[src/ldc_pkg.sv]
// Shared constants for the four-channel LDO controller
package ldc_pkg;
  localparam int NUM_CH = 4;
  localparam int VCODE_W = 6;
  localparam int DLY_W = 3;
  localparam int MS_LEFT_W = 8;

  // Register offsets
  localparam logic [7:0] REG_VCODE_BASE = 8'h40;
  localparam logic [7:0] REG_CTRL_BASE = 8'h41;
  localparam logic [7:0] REG_CH_STRIDE = 8'h04;
  localparam logic [7:0] REG_STATUS = 8'h50;

  // Control register fields
  localparam int CTRL_EN_BIT = 7;
  localparam int CTRL_DLY_LSB = 4;
  localparam int CTRL_DCHG_BIT = 3;
  localparam int CTRL_LOWQ_BIT = 2;
  localparam int CTRL_UNMASK_BIT = 1;

  // Interface disable sequence
  localparam logic [7:0] SEQ_REG_KEY = 8'h0B;
  localparam logic [7:0] SEQ_REG_TWO = 8'h02;
  localparam logic [7:0] SEQ_REG_THREE = 8'h03;
  localparam logic [7:0] SEQ_KEY_SINGLE = 8'hE9;
  localparam logic [7:0] SEQ_KEY_FIRST = 8'hEE;
  localparam logic [7:0] SEQ_KEY_SECOND = 8'hEF;
  localparam logic [7:0] SEQ_VAL_TWO = 8'h07;
  localparam logic [7:0] SEQ_VAL_THREE = 8'h01;

  // Timing
  localparam int CLK_PERIOD_NS = 20;
  localparam int MS_PERIOD_NS = 1000000;
  localparam int MS_CYCLES = MS_PERIOD_NS / CLK_PERIOD_NS;
  localparam int DELAY_BASE_MS = 2;
  localparam int DELAY_MAX_MS = 128;

  localparam logic [7:0] RD_UNMAPPED = 8'h00;
endpackage

[src/ldc_i2c_slave.sv]
// Single-byte I2C slave byte engine
`timescale 1ns/1ns
`default_nettype none
module ldc_i2c_slave (
  input wire logic core_clk,
  input wire logic rst_n,
  input wire logic scl_s,
  input wire logic sda_s,
  input wire logic [6:0] dev_addr,
  input wire logic disabled,
  input wire logic [7:0] rd_data,
  output logic sda_oe,
  output logic [7:0] reg_addr,
  output logic [7:0] wr_data,
  output logic wr_stb,
  output logic rd_stb
);
  typedef enum logic [3:0] {
    ldc_idle, ldc_addr, ldc_addr_ack, ldc_reg, ldc_reg_ack,
    ldc_wdata, ldc_wdata_ack, ldc_rdata, ldc_rdata_ack, ldc_ignore, ldc_skip
  } ldc_i2c_st_t;

  ldc_i2c_st_t st_ff;
  logic scl_d_ff, sda_d_ff, rw_ff, oe_ff, wr_ff, rd_ff;
  logic [7:0] sh_ff, reg_ff, wd_ff;
  logic [3:0] cnt_ff;
  logic scl_rise, scl_fall, start_c, stop_c;

  assign scl_rise = scl_s & ~scl_d_ff;
  assign scl_fall = ~scl_s & scl_d_ff;
  assign start_c = scl_s & scl_d_ff & sda_d_ff & ~sda_s;
  assign stop_c = scl_s & scl_d_ff & ~sda_d_ff & sda_s;
  assign sda_oe = oe_ff;
  assign reg_addr = reg_ff;
  assign wr_data = wd_ff;
  assign wr_stb = wr_ff;
  assign rd_stb = rd_ff;

  always_ff @(posedge core_clk or negedge rst_n) begin
    if (!rst_n) begin
      scl_d_ff <= 1'b1;
      sda_d_ff <= 1'b1;
    end else begin
      scl_d_ff <= scl_s;
      sda_d_ff <= sda_s;
    end
  end

  always_ff @(posedge core_clk or negedge rst_n) begin
    if (!rst_n) begin
      st_ff <= ldc_idle;
      oe_ff <= 1'b0;
      rw_ff <= 1'b0;
      cnt_ff <= 4'h0;
      sh_ff <= 8'h00;
      reg_ff <= 8'h00;
      wd_ff <= 8'h00;
      wr_ff <= 1'b0;
      rd_ff <= 1'b0;
    end else begin
      wr_ff <= 1'b0;
      rd_ff <= 1'b0;
      if (disabled) begin
        st_ff <= ldc_idle;
        oe_ff <= 1'b0;
      end else if (start_c) begin
        st_ff <= ldc_addr;
        cnt_ff <= 4'h0;
        oe_ff <= 1'b0;
      end else if (stop_c) begin
        st_ff <= ldc_idle;
        oe_ff <= 1'b0;
      end else if (scl_rise) begin
        if (st_ff == ldc_addr || st_ff == ldc_reg || st_ff == ldc_wdata) begin
          sh_ff <= {sh_ff[6:0], sda_s};
          cnt_ff <= cnt_ff + 4'h1;
        end
      end else if (scl_fall) begin
        unique case (st_ff)
          ldc_addr: if (cnt_ff == 4'h8) begin
            if (sh_ff[7:1] == dev_addr) begin
              oe_ff <= 1'b1;
              rw_ff <= sh_ff[0];
              st_ff <= ldc_addr_ack;
            end else begin
              st_ff <= ldc_skip;
            end
          end
          // stray match: every later byte is compared too
          ldc_skip: begin
            cnt_ff <= 4'h0;
            st_ff <= ldc_addr;
          end
          ldc_addr_ack: begin
            cnt_ff <= 4'h0;
            if (rw_ff) begin
              sh_ff <= rd_data;
              rd_ff <= 1'b1;
              oe_ff <= ~rd_data[7];
              cnt_ff <= 4'h1;
              st_ff <= ldc_rdata;
            end else begin
              oe_ff <= 1'b0;
              st_ff <= ldc_reg;
            end
          end
          ldc_reg: if (cnt_ff == 4'h8) begin
            reg_ff <= sh_ff;
            oe_ff <= 1'b1;
            st_ff <= ldc_reg_ack;
          end
          ldc_reg_ack: begin
            oe_ff <= 1'b0;
            cnt_ff <= 4'h0;
            st_ff <= ldc_wdata;
          end
          ldc_wdata: if (cnt_ff == 4'h8) begin
            wd_ff <= sh_ff;
            wr_ff <= 1'b1;
            oe_ff <= 1'b1;
            st_ff <= ldc_wdata_ack;
          end
          ldc_wdata_ack: begin
            oe_ff <= 1'b0;
            st_ff <= ldc_ignore;
          end
          ldc_rdata: if (cnt_ff == 4'h8) begin
            oe_ff <= 1'b0;
            st_ff <= ldc_rdata_ack;
          end else begin
            oe_ff <= ~sh_ff[3'(7 - cnt_ff)];
            cnt_ff <= cnt_ff + 4'h1;
          end
          ldc_rdata_ack: st_ff <= ldc_ignore;
          ldc_idle, ldc_ignore: oe_ff <= 1'b0;
        endcase
      end
    end
  end
endmodule
`default_nettype wire

[src/ldc_top.sv]
// LDO channel control, fault interrupt and I2C register access
`timescale 1ns/1ns
`default_nettype none
module ldc_top #(
  parameter int MS_CYCLES = ldc_pkg::MS_CYCLES,
  parameter logic [6:0] DEV_ADDR = 7'h5B, // arbitrary default
  parameter bit TWO_PASS = 1'b0,
  parameter logic [ldc_pkg::VCODE_W-1:0] VCODE_DEF_A = 6'h39,
  parameter logic [ldc_pkg::VCODE_W-1:0] VCODE_DEF_B = 6'h39,
  parameter logic [ldc_pkg::VCODE_W-1:0] VCODE_DEF_C = 6'h18,
  parameter logic [ldc_pkg::VCODE_W-1:0] VCODE_DEF_D = 6'h18,
  parameter logic [ldc_pkg::NUM_CH-1:0] EN_DEF = 4'hF
) (
  input wire logic core_clk,
  input wire logic rst_n,
  input wire logic scl_in,
  input wire logic sda_in,
  output logic sda_out,
  output logic sda_oe,
  input wire logic [ldc_pkg::NUM_CH-1:0] uv_below,
  output logic [ldc_pkg::VCODE_W-1:0] ldo_channel_a_vcode,
  output logic [ldc_pkg::VCODE_W-1:0] ldo_channel_b_vcode,
  output logic [ldc_pkg::VCODE_W-1:0] ldo_channel_c_vcode,
  output logic [ldc_pkg::VCODE_W-1:0] ldo_channel_d_vcode,
  output logic [ldc_pkg::NUM_CH-1:0] ldo_on,
  output logic [ldc_pkg::NUM_CH-1:0] discharge_on,
  output logic [ldc_pkg::NUM_CH-1:0] low_quiescent_on,
  output logic irq_out_n,
  output logic i2c_disabled
);
  localparam int N = ldc_pkg::NUM_CH;
  localparam int TB_W = $clog2(MS_CYCLES + 1);

  generate
    if (N != 4 || MS_CYCLES < 2) begin : g_bad
      $error("ldc_top supports four channels and MS_CYCLES >= 2");
    end
  endgenerate

  typedef enum logic [2:0] {
    ldc_s_key1, ldc_s_two1, ldc_s_three1,
    ldc_s_key2, ldc_s_two2, ldc_s_three2, ldc_s_done
  } ldc_seq_t;

  logic [1:0] scl_sync_ff, sda_sync_ff;
  logic [N-1:0] uv_s1_ff, uv_s2_ff;
  logic [ldc_pkg::VCODE_W-1:0] vcode_ff [N];
  logic [N-1:0] en_ff, dchg_ff, lowq_ff, unmask_ff, fault_ff;
  logic [ldc_pkg::DLY_W-1:0] dly_ff [N];
  logic [N-1:0] on_ff, pend_ff, discharge_ff, lowq_out_ff;
  logic [ldc_pkg::MS_LEFT_W-1:0] left_ff [N];
  logic [TB_W-1:0] tb_ff;
  logic ms_tick_ff, irq_n_ff, off_ff, sda_out_ff, sda_oe_ff;
  ldc_seq_t seq_ff;
  logic [7:0] reg_addr, wr_data, rd_data;
  logic wr_stb, rd_stb, oe_eng;

  // Channel index of a per-channel register, or N if none
  function automatic logic [2:0] ch_of(input logic [7:0] a,
                                       input logic [7:0] base);
    logic [2:0] r;
    r = 3'(N);
    for (int i = 0; i < N; i++) begin
      if (a == 8'(base + 8'(i) * ldc_pkg::REG_CH_STRIDE)) begin
        r = 3'(i);
      end
    end
    return r;
  endfunction

  // Millisecond count of a nonzero delay code
  function automatic logic [ldc_pkg::MS_LEFT_W-1:0] delay_ms(
      input logic [ldc_pkg::DLY_W-1:0] code);
    delay_ms = ldc_pkg::MS_LEFT_W'(ldc_pkg::DELAY_BASE_MS) << (code - 3'h1);
  endfunction

  // Expected write of each disable step
  function automatic logic [15:0] seq_expect(input ldc_seq_t s);
    logic [15:0] r;
    r = 16'h0000;
    unique case (s)
      ldc_s_key1: r = {ldc_pkg::SEQ_REG_KEY,
                       TWO_PASS ? ldc_pkg::SEQ_KEY_FIRST
                                : ldc_pkg::SEQ_KEY_SINGLE};
      ldc_s_key2: r = {ldc_pkg::SEQ_REG_KEY, ldc_pkg::SEQ_KEY_SECOND};
      ldc_s_two1, ldc_s_two2: r = {ldc_pkg::SEQ_REG_TWO,
                                   ldc_pkg::SEQ_VAL_TWO};
      ldc_s_three1, ldc_s_three2: r = {ldc_pkg::SEQ_REG_THREE,
                                       ldc_pkg::SEQ_VAL_THREE};
      ldc_s_done: r = 16'h0000;
    endcase
    return r;
  endfunction

  always_ff @(posedge core_clk or negedge rst_n) begin
    if (!rst_n) begin
      scl_sync_ff <= 2'h3;
      sda_sync_ff <= 2'h3;
      uv_s1_ff <= '0;
      uv_s2_ff <= '0;
    end else begin
      scl_sync_ff <= {scl_sync_ff[0], scl_in};
      sda_sync_ff <= {sda_sync_ff[0], sda_in};
      uv_s1_ff <= uv_below;
      uv_s2_ff <= uv_s1_ff;
    end
  end

  ldc_i2c_slave u_i2c (
    .core_clk(core_clk),
    .rst_n(rst_n),
    .scl_s(scl_sync_ff[1]),
    .sda_s(sda_sync_ff[1]),
    .dev_addr(DEV_ADDR),
    .disabled(off_ff),
    .rd_data(rd_data),
    .sda_oe(oe_eng),
    .reg_addr(reg_addr),
    .wr_data(wr_data),
    .wr_stb(wr_stb),
    .rd_stb(rd_stb)
  );

  // pin driven only while engine enabled
  always_ff @(posedge core_clk or negedge rst_n) begin
    if (!rst_n) begin
      sda_out_ff <= 1'b0;
      sda_oe_ff <= 1'b0;
    end else begin
      sda_out_ff <= 1'b0;
      sda_oe_ff <= oe_eng & ~off_ff;
    end
  end
  assign sda_out = sda_out_ff;
  assign sda_oe = sda_oe_ff;

  // Register read mux
  always_comb begin
    logic [2:0] cv;
    logic [2:0] cc;
    cv = ch_of(reg_addr, ldc_pkg::REG_VCODE_BASE);
    cc = ch_of(reg_addr, ldc_pkg::REG_CTRL_BASE);
    rd_data = ldc_pkg::RD_UNMAPPED;
    if (cv != 3'(N)) begin
      rd_data = 8'(vcode_ff[cv[1:0]]);
    end else if (cc != 3'(N)) begin
      rd_data = 8'h00;
      rd_data[ldc_pkg::CTRL_EN_BIT] = en_ff[cc[1:0]];
      rd_data[ldc_pkg::CTRL_DLY_LSB +: ldc_pkg::DLY_W] = dly_ff[cc[1:0]];
      rd_data[ldc_pkg::CTRL_DCHG_BIT] = dchg_ff[cc[1:0]];
      rd_data[ldc_pkg::CTRL_LOWQ_BIT] = lowq_ff[cc[1:0]];
      rd_data[ldc_pkg::CTRL_UNMASK_BIT] = unmask_ff[cc[1:0]];
    end else if (reg_addr == ldc_pkg::REG_STATUS) begin
      // power good low while below threshold
      rd_data = 8'(~uv_s2_ff);
    end
  end

  // Millisecond timebase
  always_ff @(posedge core_clk or negedge rst_n) begin
    if (!rst_n) begin
      tb_ff <= '0;
      ms_tick_ff <= 1'b0;
    end else if (tb_ff == TB_W'(MS_CYCLES - 1)) begin
      tb_ff <= '0;
      ms_tick_ff <= 1'b1;
    end else begin
      tb_ff <= tb_ff + TB_W'(1);
      ms_tick_ff <= 1'b0;
    end
  end

  generate
    for (genvar i = 0; i < N; i++) begin : g_ch
      localparam logic [ldc_pkg::VCODE_W-1:0] VDEF =
        (i == 0) ? VCODE_DEF_A : (i == 1) ? VCODE_DEF_B :
        (i == 2) ? VCODE_DEF_C : VCODE_DEF_D;
      logic wr_v, wr_c, en_rise;
      assign wr_v = wr_stb &&
        ch_of(reg_addr, ldc_pkg::REG_VCODE_BASE) == 3'(i);
      assign wr_c = wr_stb &&
        ch_of(reg_addr, ldc_pkg::REG_CTRL_BASE) == 3'(i);
      assign en_rise = wr_c & wr_data[ldc_pkg::CTRL_EN_BIT] & ~en_ff[i];

      always_ff @(posedge core_clk or negedge rst_n) begin
        if (!rst_n) begin
          vcode_ff[i] <= VDEF;
        end else if (wr_v) begin
          vcode_ff[i] <= wr_data[ldc_pkg::VCODE_W-1:0];
        end
      end

      always_ff @(posedge core_clk or negedge rst_n) begin
        if (!rst_n) begin
          en_ff[i] <= EN_DEF[i];
          dly_ff[i] <= '0;
          dchg_ff[i] <= 1'b0;
          lowq_ff[i] <= 1'b0;
          unmask_ff[i] <= 1'b0;
        end else if (wr_c) begin
          en_ff[i] <= wr_data[ldc_pkg::CTRL_EN_BIT];
          dly_ff[i] <= wr_data[ldc_pkg::CTRL_DLY_LSB +: ldc_pkg::DLY_W];
          dchg_ff[i] <= wr_data[ldc_pkg::CTRL_DCHG_BIT];
          lowq_ff[i] <= wr_data[ldc_pkg::CTRL_LOWQ_BIT];
          unmask_ff[i] <= wr_data[ldc_pkg::CTRL_UNMASK_BIT];
        end
      end

      // delay of zero or 2 ms doubling
      always_ff @(posedge core_clk or negedge rst_n) begin
        if (!rst_n) begin
          on_ff[i] <= EN_DEF[i];
          pend_ff[i] <= 1'b0;
          left_ff[i] <= '0;
        end else if (wr_c && !wr_data[ldc_pkg::CTRL_EN_BIT]) begin
          on_ff[i] <= 1'b0;
          pend_ff[i] <= 1'b0;
        end else if (en_rise) begin
          if (wr_data[ldc_pkg::CTRL_DLY_LSB +: ldc_pkg::DLY_W] == '0) begin
            on_ff[i] <= 1'b1;
          end else begin
            pend_ff[i] <= 1'b1;
            left_ff[i] <= delay_ms(
              wr_data[ldc_pkg::CTRL_DLY_LSB +: ldc_pkg::DLY_W]);
          end
        end else if (pend_ff[i] && ms_tick_ff) begin
          if (left_ff[i] == ldc_pkg::MS_LEFT_W'(1)) begin
            on_ff[i] <= 1'b1;
            pend_ff[i] <= 1'b0;
          end
          left_ff[i] <= left_ff[i] - ldc_pkg::MS_LEFT_W'(1);
        end
      end

      always_ff @(posedge core_clk or negedge rst_n) begin
        if (!rst_n) begin
          discharge_ff[i] <= 1'b0;
          lowq_out_ff[i] <= 1'b0;
        end else begin
          discharge_ff[i] <= dchg_ff[i] & ~on_ff[i];
          lowq_out_ff[i] <= lowq_ff[i];
        end
      end

      always_ff @(posedge core_clk or negedge rst_n) begin
        if (!rst_n) begin
          fault_ff[i] <= 1'b0;
        end else if (unmask_ff[i] && uv_s2_ff[i]) begin
          fault_ff[i] <= 1'b1;
        end else if (rd_stb && reg_addr == ldc_pkg::REG_STATUS) begin
          fault_ff[i] <= 1'b0;
        end
      end
    end
  endgenerate

  always_ff @(posedge core_clk or negedge rst_n) begin
    if (!rst_n) begin
      irq_n_ff <= 1'b1;
    end else begin
      irq_n_ff <= ~|fault_ff;
    end
  end

  // stray writes only restart the match
  always_ff @(posedge core_clk or negedge rst_n) begin
    if (!rst_n) begin
      seq_ff <= ldc_s_key1;
    end else if (wr_stb && seq_ff != ldc_s_done) begin
      if ({reg_addr, wr_data} == seq_expect(seq_ff)) begin
        unique case (seq_ff)
          ldc_s_key1: seq_ff <= ldc_s_two1;
          ldc_s_two1: seq_ff <= ldc_s_three1;
          ldc_s_three1: seq_ff <= TWO_PASS ? ldc_s_key2 : ldc_s_done;
          ldc_s_key2: seq_ff <= ldc_s_two2;
          ldc_s_two2: seq_ff <= ldc_s_three2;
          ldc_s_three2: seq_ff <= ldc_s_done;
          ldc_s_done: seq_ff <= ldc_s_done;
        endcase
      end else if ({reg_addr, wr_data} == seq_expect(ldc_s_key1)) begin
        seq_ff <= ldc_s_two1;
      end else begin
        seq_ff <= ldc_s_key1;
      end
    end
  end

  always_ff @(posedge core_clk or negedge rst_n) begin
    if (!rst_n) begin
      off_ff <= 1'b0;
    end else if (seq_ff == ldc_s_done) begin
      off_ff <= 1'b1;
    end
  end

  assign ldo_channel_a_vcode = vcode_ff[0];
  assign ldo_channel_b_vcode = vcode_ff[1];
  assign ldo_channel_c_vcode = vcode_ff[2];
  assign ldo_channel_d_vcode = vcode_ff[3];
  assign ldo_on = on_ff;
  assign discharge_on = discharge_ff;
  assign low_quiescent_on = lowq_out_ff;
  assign irq_out_n = irq_n_ff;
  assign i2c_disabled = off_ff;
endmodule
`default_nettype wire

[config.mk]
export PLATFORM = sky130hd
export DESIGN_NAME = ldc_top
export DESIGN_NICKNAME = d
export VERILOG_FILES = /design/src/ldc_pkg.sv /design/src/ldc_i2c_slave.sv /design/src/ldc_top.sv
export SDC_FILE = /design/constraint.sdc
export NUM_CORES = 1
export LEC_CHECK = 0
export BUFFER_PORTS_ARGS = -buffer_cell sky130_fd_sc_hd__buf_2
export CORE_ASPECT_RATIO = 0.5
export CORE_UTILIZATION = 40
export DETAILED_ROUTE_END_ITERATION = 10
export PLACE_DENSITY = 0.58
export SLEW_MARGIN = 10
export SYNTH_ARGS = -nofsm -noshare
export SYNTH_HDL_FRONTEND = slang
export SYNTH_SLANG_ARGS = --single-unit
[constraint.sdc]
create_clock -name core_clk -period 2.7 [get_ports core_clk]
set_input_delay 0.27 -clock core_clk [delete_from_list [all_inputs] [get_ports core_clk]]
set_output_delay 0.27 -clock core_clk [all_outputs]
set_load 0.01 [all_outputs]
**Word-level counts from Yosys, hierarchy flattened**

Index checks and enable logic that the tools add are counted.

- Register bits after elaboration: 177
- Latch bits: 0
- RAM bits: 0
- Memory bits (read-only): 0
- Input bits: 8
- Output and inout bits: 40
- Logic and storage cells: 407
- Memories kept: 0

- Add/sub/neg operators: 8
- $mul: 0
- Divide/modulo/power cells: 0
- Order comparisons: 4
- Equal/unequal tests: 66
- Shifts and indexed selects: 1
- Muxes and demuxes: 132
- Bitwise logic cells: 45
- Reductions and logical operators: 82

Operator list:

| cell | count |
|---|---|
| $mux W8 | 17 |
| $pmux W16 S5 | 1 |
| $eq A8 B7 Y1 const B | 9 |
| $mux W1 | 71 |
| $mux W4 | 16 |
| $mux W3 | 12 |
| $reduce_and A3 Y1 | 12 |
| $eq A8 B1 Y1 const B | 4 |
| $mux W16 | 2 |
| $pmux W4 S8 | 1 |
| $sub A8 B1 Y8 const B | 4 |
| $reduce_and A7 Y1 | 4 |
| $reduce_bool A3 Y1 | 9 |
| $logic_and A1 B1 Y1 | 22 |
| $not A1 Y1 | 22 |
| $reduce_bool A2 Y1 | 11 |
| $and A1 B1 Y1 | 20 |
| $ne A5 B3 Y1 const B | 4 |
| $eq A3 B2 Y1 const B | 6 |
| $add A16 B1 Y16 const B | 1 |
| $eq A16 B12 Y1 const B | 1 |
| $eq A16 B16 Y1 | 1 |
| $eq A16 B16 Y1 const B | 1 |
| $eq A4 B3 Y1 const B | 4 |
| 45 further kinds | 83 |

**Depth between registers and ports, before layout**

- Word-level depth: 19
- Mapped depth: 10

**Modules after synthesis**

A second synthesis with hierarchy kept.

- Cell total of the unflattened synthesis: 862
- Area, all modules: 9,407.8 µm²

Modules (own cells, without submodules):

| module | instances | cells an instance | area each (µm²) |
|---|---|---|---|
| ldc_top | 1 | 648 | 7,104.3 |
| ldc_i2c_slave | 1 | 214 | 2,303.5 |

**Worst setup path after synthesis**

Ideal clock, no wire load.

- Path type: register to register
- Start point: register u_i2c.scl_d_ff
- End point: register u_i2c.cnt_ff[0]
- Setup time: 0.083 ns
- Arrival time: 2.379 ns
- Required time: 2.617 ns
- Slack: 0.239 ns
- Cell stages (with the launch flop): 10
- Path buffers: 1
- Path through: dfstp_2 -> inv_1 -> ha_1 -> clkbuf_1 -> nor4b_1 -> a32oi_1 -> a221oi_1 -> o21bai_1 -> or4_1 -> o21ai_0

- Longest elaborated chain between the ends: 5
- Elaborated cells between the ends (all ways): 17
- Classes of those cells: 3 x eq/ne; 3 x mux; 8 x bitwise; 3 x reduce/logical

Ends and longest elaborated chain:

| item | line | text |
|---|---|---|
| start: declaration | ldc_i2c_slave.sv:24 | `logic scl_d_ff, sda_d_ff, rw_ff, oe_ff, wr_ff, rd_ff;` |
| start signal: assignment | ldc_i2c_slave.sv:44 | `scl_d_ff <= scl_s;` |
| $and A1 B1 Y1 or $not A1 Y1 (tied branches) | ldc_i2c_slave.sv:31, ldc_i2c_slave.sv:32, ldc_i2c_slave.sv:29 |  |
| $and A1 B1 Y1 (on tied branches) | ldc_i2c_slave.sv:31, ldc_i2c_slave.sv:29, ldc_i2c_slave.sv:32 |  |
| $and A1 B1 Y1, or another cell as far along | ldc_i2c_slave.sv:31 | `assign start_c = scl_s & scl_d_ff & sda_d_ff & ~sda_s;` |
| $ne A4 B2 Y1 (no source line), or another cell as far along | n/a |  |
| $reduce_and A6 Y1 (no source line) or $mux W4 (tied branches) | n/a |  |
| end signal: assignment | ldc_i2c_slave.sv:76 | `cnt_ff <= cnt_ff + 4'h1;` |
| end signal: assignment | ldc_i2c_slave.sv:132 | `cnt_ff <= cnt_ff + 4'h1;` |
| end: declaration | ldc_i2c_slave.sv:26 | `logic [3:0] cnt_ff;` |

Several ways; a longest one is shown, not always the timed one. The select of a mux whose other input is x is not followed.
A chain may end at the register's enable or synchronous reset.

**Worst setup path after layout**

- Start point: register u_i2c.reg_ff[1], in the netlist u_i2c.reg_addr[1]
- End point: register left_ff[10] (netlist name)

- Longest elaborated chain between the ends: 11
- Elaborated cells between the ends (all ways): 18
- Classes of those cells: 6 x eq/ne; 5 x mux; 3 x bitwise; 4 x reduce/logical

Ends and longest elaborated chain:

| item | line | text |
|---|---|---|
| start: declaration | ldc_i2c_slave.sv:25 | `logic [7:0] sh_ff, reg_ff, wd_ff;` |
| start signal: assignment | ldc_i2c_slave.sv:56 | `reg_ff <= 8'h00;` |
| start signal: assignment | ldc_i2c_slave.sv:108 | `reg_ff <= sh_ff;` |
| $eq A8 B7 Y1 | ldc_top.sv:64 | `if (a == 8'(base + 8'(i) * ldc_pkg::REG_CH_STRIDE)) begin` |
| $mux W3 (3 in series) | ldc_top.sv:64 |  |
| $mux W3 (*) | ldc_top.sv:64 |  |
| $eq A3 B2 Y1 (*) | ldc_top.sv:182 | `ch_of(reg_addr, ldc_pkg::REG_CTRL_BASE) == 3'(i);` |
| $logic_and A1 B1 Y1 (*) | ldc_top.sv:181 | `assign wr_c = wr_stb &&` |
| $and A1 B1 Y1 (2 in series) | ldc_top.sv:183 | `assign en_rise = wr_c & wr_data[ldc_pkg::CTRL_EN_BIT] & ~en_ff[i];` |
| $ne A2 B2 Y1 (no source line) or $reduce_bool A2 Y1 (tied branches) | n/a |  |
| $reduce_and A3 Y1 (no source line) | n/a |  |
| end signal: indexed assignment | ldc_top.sv:223 | `left_ff[i] <= delay_ms(` |
| end signal: indexed assignment | ldc_top.sv:231 | `left_ff[i] <= left_ff[i] - ldc_pkg::MS_LEFT_W'(1);` |
| end: declaration | ldc_top.sv:51 | `logic [ldc_pkg::MS_LEFT_W-1:0] left_ff [N];` |

Every way passes the cells marked *; elsewhere a longest branch is shown, timed or not.

==> impl_metrics.toml <==
[floorplan]
pin_count = 48
die_area_mm2 = 0.0236
die_y_um = 109
fp-row-count = 38
start_util_pct = 41.6
die_w_um = 216
core_mm2 = 0.0221

[worst_setup_path]
regToRegStartpoint = "u_i2c.reg_addr[1]$_DFFE_PN0P_"
cp_max_fo = 13
required_ps = 3040
criticalPathCategory = "flop to flop"
arrival_ps = 2910
cp-start-kind = "flop"
end_kind = "flop"
reg2regPathDepth = 6
r2r_setup_slack_ps = 130
r2r_end = "left_ff[10]$_DFFE_PN0P_"

[detailed_routing]
drtIter0Drc = 672
wl_met1_um = 11600
drc = 0
route.vias.total = 7319
avgViaCountPerCell = 5.63
wl_um = 23700
first_pass_iters = 5
top_layer = "met4"
drtAntennaViolNets = 0
wire_per_inst_um = 18.3
dr_wl_met3_um = 1180
dr_wl_met2_um = 10500

[clocking]
ctsHtreeMaxLevel = 4
clk_latency_ps = 450
post_cts_buffers = 0
path_clk_slew_ps = 70
numCtsBuffers = 17
cts_sinks = 177
cts_tree = "built"
clock-root-buffer = "clkbuf_16"
clockBufferDepth = 2

[synthesis]
yosysWarnings = 0
async_flop_share_pct = 100
ys_seq_area_share_pct = 48.6
ys_ff_latch = 177
synth_ff_type = "dfrtp_1"
postSynthCellCount = 921
syn_area_mm2 = 0.00918
syn_area_per_cell_um2 = 9.96
synth_edf_count = 0
syn_nets = 943
synth.distinct_cells = 74

[hold_path]
whs_endpoint = "uv_s2_ff[2]$_DFF_PN0_"
hold_class = "flop to flop"
hp-start = "uv_s1_ff[2]$_DFF_PN0_"
holdPathStages = 0

[sta]
slew_headroom_pct = 58.5
setup_tns_ps = 0
finalSetupViolCount = 0
skew_ps = 12.1
period_needed_ps = 2570
clock.fmax_mhz = 388
finalHoldViolCount = 0
min_period_over_period_pct = 95.3
tightest_slew_ps = 623
slew_violations = 0

[global_routing]
grt_overflow = 0
antenna_found_initial = 0
grt_usage_pct = 21.4
first_global_vias = 6941
grt_pass1_wl_um = 38700
grt_max_degree = 65

[run]
maxCapViolCount = 0

[layout]
layout.nets = 1008
final_common_cell = "dfrtp_1"
syn2layout_area_growth_pct = 15.7
final_cell_mix = "dfrtp_1, nand2_1, nor2_1, a21oi_1"
register_area_mm2 = 0.00446
fill_cells = 2088
num_antenna_cells = 0
multi_input_area_mm2 = 0.00439
drive_gt1_share_pct = 23.7

[placed_design]
gp_congestion = 0.822
portBuffers = 46
dp_hpwl_um = 16400

[power]
leakage_nw = 4.85
power_density_mw_per_mm2 = 509
vdd_drop_max_mv = 0.420
p_total_mw = 5.40

[outcome]
status = "completed"
metrics by stage:
step | setup WS [ps] | hold WS [ps] | util (%) | area (µm²) | std cells
4_1_cts | 32.6 | 351 | 48.0 | 10600 | 1299
2_1_floorplan | 239 | -25.6 | - | 9180 | 921
3_5_place_dp | 40.7 | 303 | 45.0 | 9920 | 1260
3_3_place_gp | 98.8 | 302 | 45.0 | 9920 | 1260
6_report | 126 | 349 | 48.1 | 10600 | 1299
5_1_grt | -1.06 | 363 | 48.1 | 10600 | 1299
area by class of cell:
class	count	area share, %
clock buffers	19	4.17
clock inverters	13	1.41
inverters	32	1.13
multi-input cells	660	41.4
flip-flops and latches	177	42.1
well taps	300	3.54
repair buffers	98	6.31
layer usage:
| layer | global-route usage, % | vias to the layer above |
|---|---|---|
| met5 | 0 | - |
| met4 | 8.00 | 0 |
| met3 | 4.63 | 39 |
| met2 | 31.9 | 163 |
| met1 | 30.5 | 3667 |
| li1 | - | 3450 |
repair_timing:
action,CTS,global route
gates resized for setup,0,4
hold buffers,7,0
hold endpoints to repair,55,0
setup endpoints to repair,0,11
worst max-delay path, cell delays in order, from the launching register on:
cell and delay [ps]:
dfrtp_1 440, or4b_1 690, or4_4 580, nor2_4 140, a31o_4 250, o21ai_0 110, a22o_1 240
cell families after synthesis:
group	count (synthesis)	share of synthesized area [%]
simple gates	363	19.9
compound gates	201	14.3
flops	177	48.6
buf+inv	84	3.76
mux	69	10.3
fa+ha+maj	14	1.91
xor+xnor	12	1.15
other cells	1	0.0409
synth_stat cells (4+ instances only):
library cell | n | area [µm²]
o31ai_1 | 7 | 52.6
or2_2 | 4 | 25.0
a22o_1 | 14 | 123
dfrtp_1 | 150 | 3750
xor2_1 | 6 | 52.6
mux2_2 | 50 | 563
dfstp_2 | 27 | 709
nor3b_1 | 9 | 67.6
and3_1 | 6 | 37.5
nor3_1 | 31 | 155
or4_1 | 8 | 60.1
nand3_1 | 18 | 90.1
nor4_1 | 6 | 37.5
nand4_1 | 6 | 37.5
mux2i_1 | 4 | 40.0
nor2_1 | 62 | 233
a211oi_1 | 5 | 37.5
o22ai_1 | 12 | 75.1
nand2b_1 | 13 | 81.3
nand3b_1 | 9 | 67.6
or3_1 | 15 | 93.8
nand2_1 | 135 | 507
nor2b_1 | 13 | 81.3
a21o_1 | 7 | 52.6
xnor2_1 | 6 | 52.6
clkbuf_1 | 41 | 154
o21ai_0 | 50 | 250
a221oi_1 | 5 | 43.8
ha_1 | 14 | 175
buf_1 | 4 | 15.0
nor4b_1 | 6 | 52.6
inv_1 | 32 | 120
a31oi_1 | 8 | 50.1
a21oi_1 | 53 | 265
mux4_2 | 15 | 338
flip-flops by register name, summed over array words and instances (netlist names), 8 cells and up:
signal and flops:
dly_ff 12, left_ff 32, tb_ff 16, u_i2c.reg_addr 8, u_i2c.sh_ff 8, u_i2c.wr_data 8
where the power goes:
part	internal, mW	switching (mW)	leakage (nW)	total, mW
Clock	1.41	1.14	0.285	2.54
Combinational	0.0524	0.0970	2.23	0.149
Sequential	2.68	0.0289	2.34	2.71
Total	4.14	1.26	4.85	5.40
how the worst max path moves through the flow:
stage	startpoint	cells after the start	endpoint	slack (ps)
2_1_floorplan	u_i2c.scl_d_ff$_DFF_PN1_	9	u_i2c.cnt_ff[0]$_DFFE_PN0P_	240
3_3_place_gp	u_i2c.reg_addr[1]$_DFFE_PN0P_	6	left_ff[12]$_DFFE_PN0P_	100
3_5_place_dp	u_i2c.reg_addr[1]$_DFFE_PN0P_	6	left_ff[12]$_DFFE_PN0P_	40
4_1_cts	u_i2c.reg_addr[1]$_DFFE_PN0P_	6	left_ff[10]$_DFFE_PN0P_	30
5_1_grt	u_i2c.reg_addr[1]$_DFFE_PN0P_	6	left_ff[10]$_DFFE_PN0P_	-1
6_report	u_i2c.reg_addr[1]$_DFFE_PN0P_	6	left_ff[10]$_DFFE_PN0P_	130
Note: power is estimated with default switching activity, not from simulation.
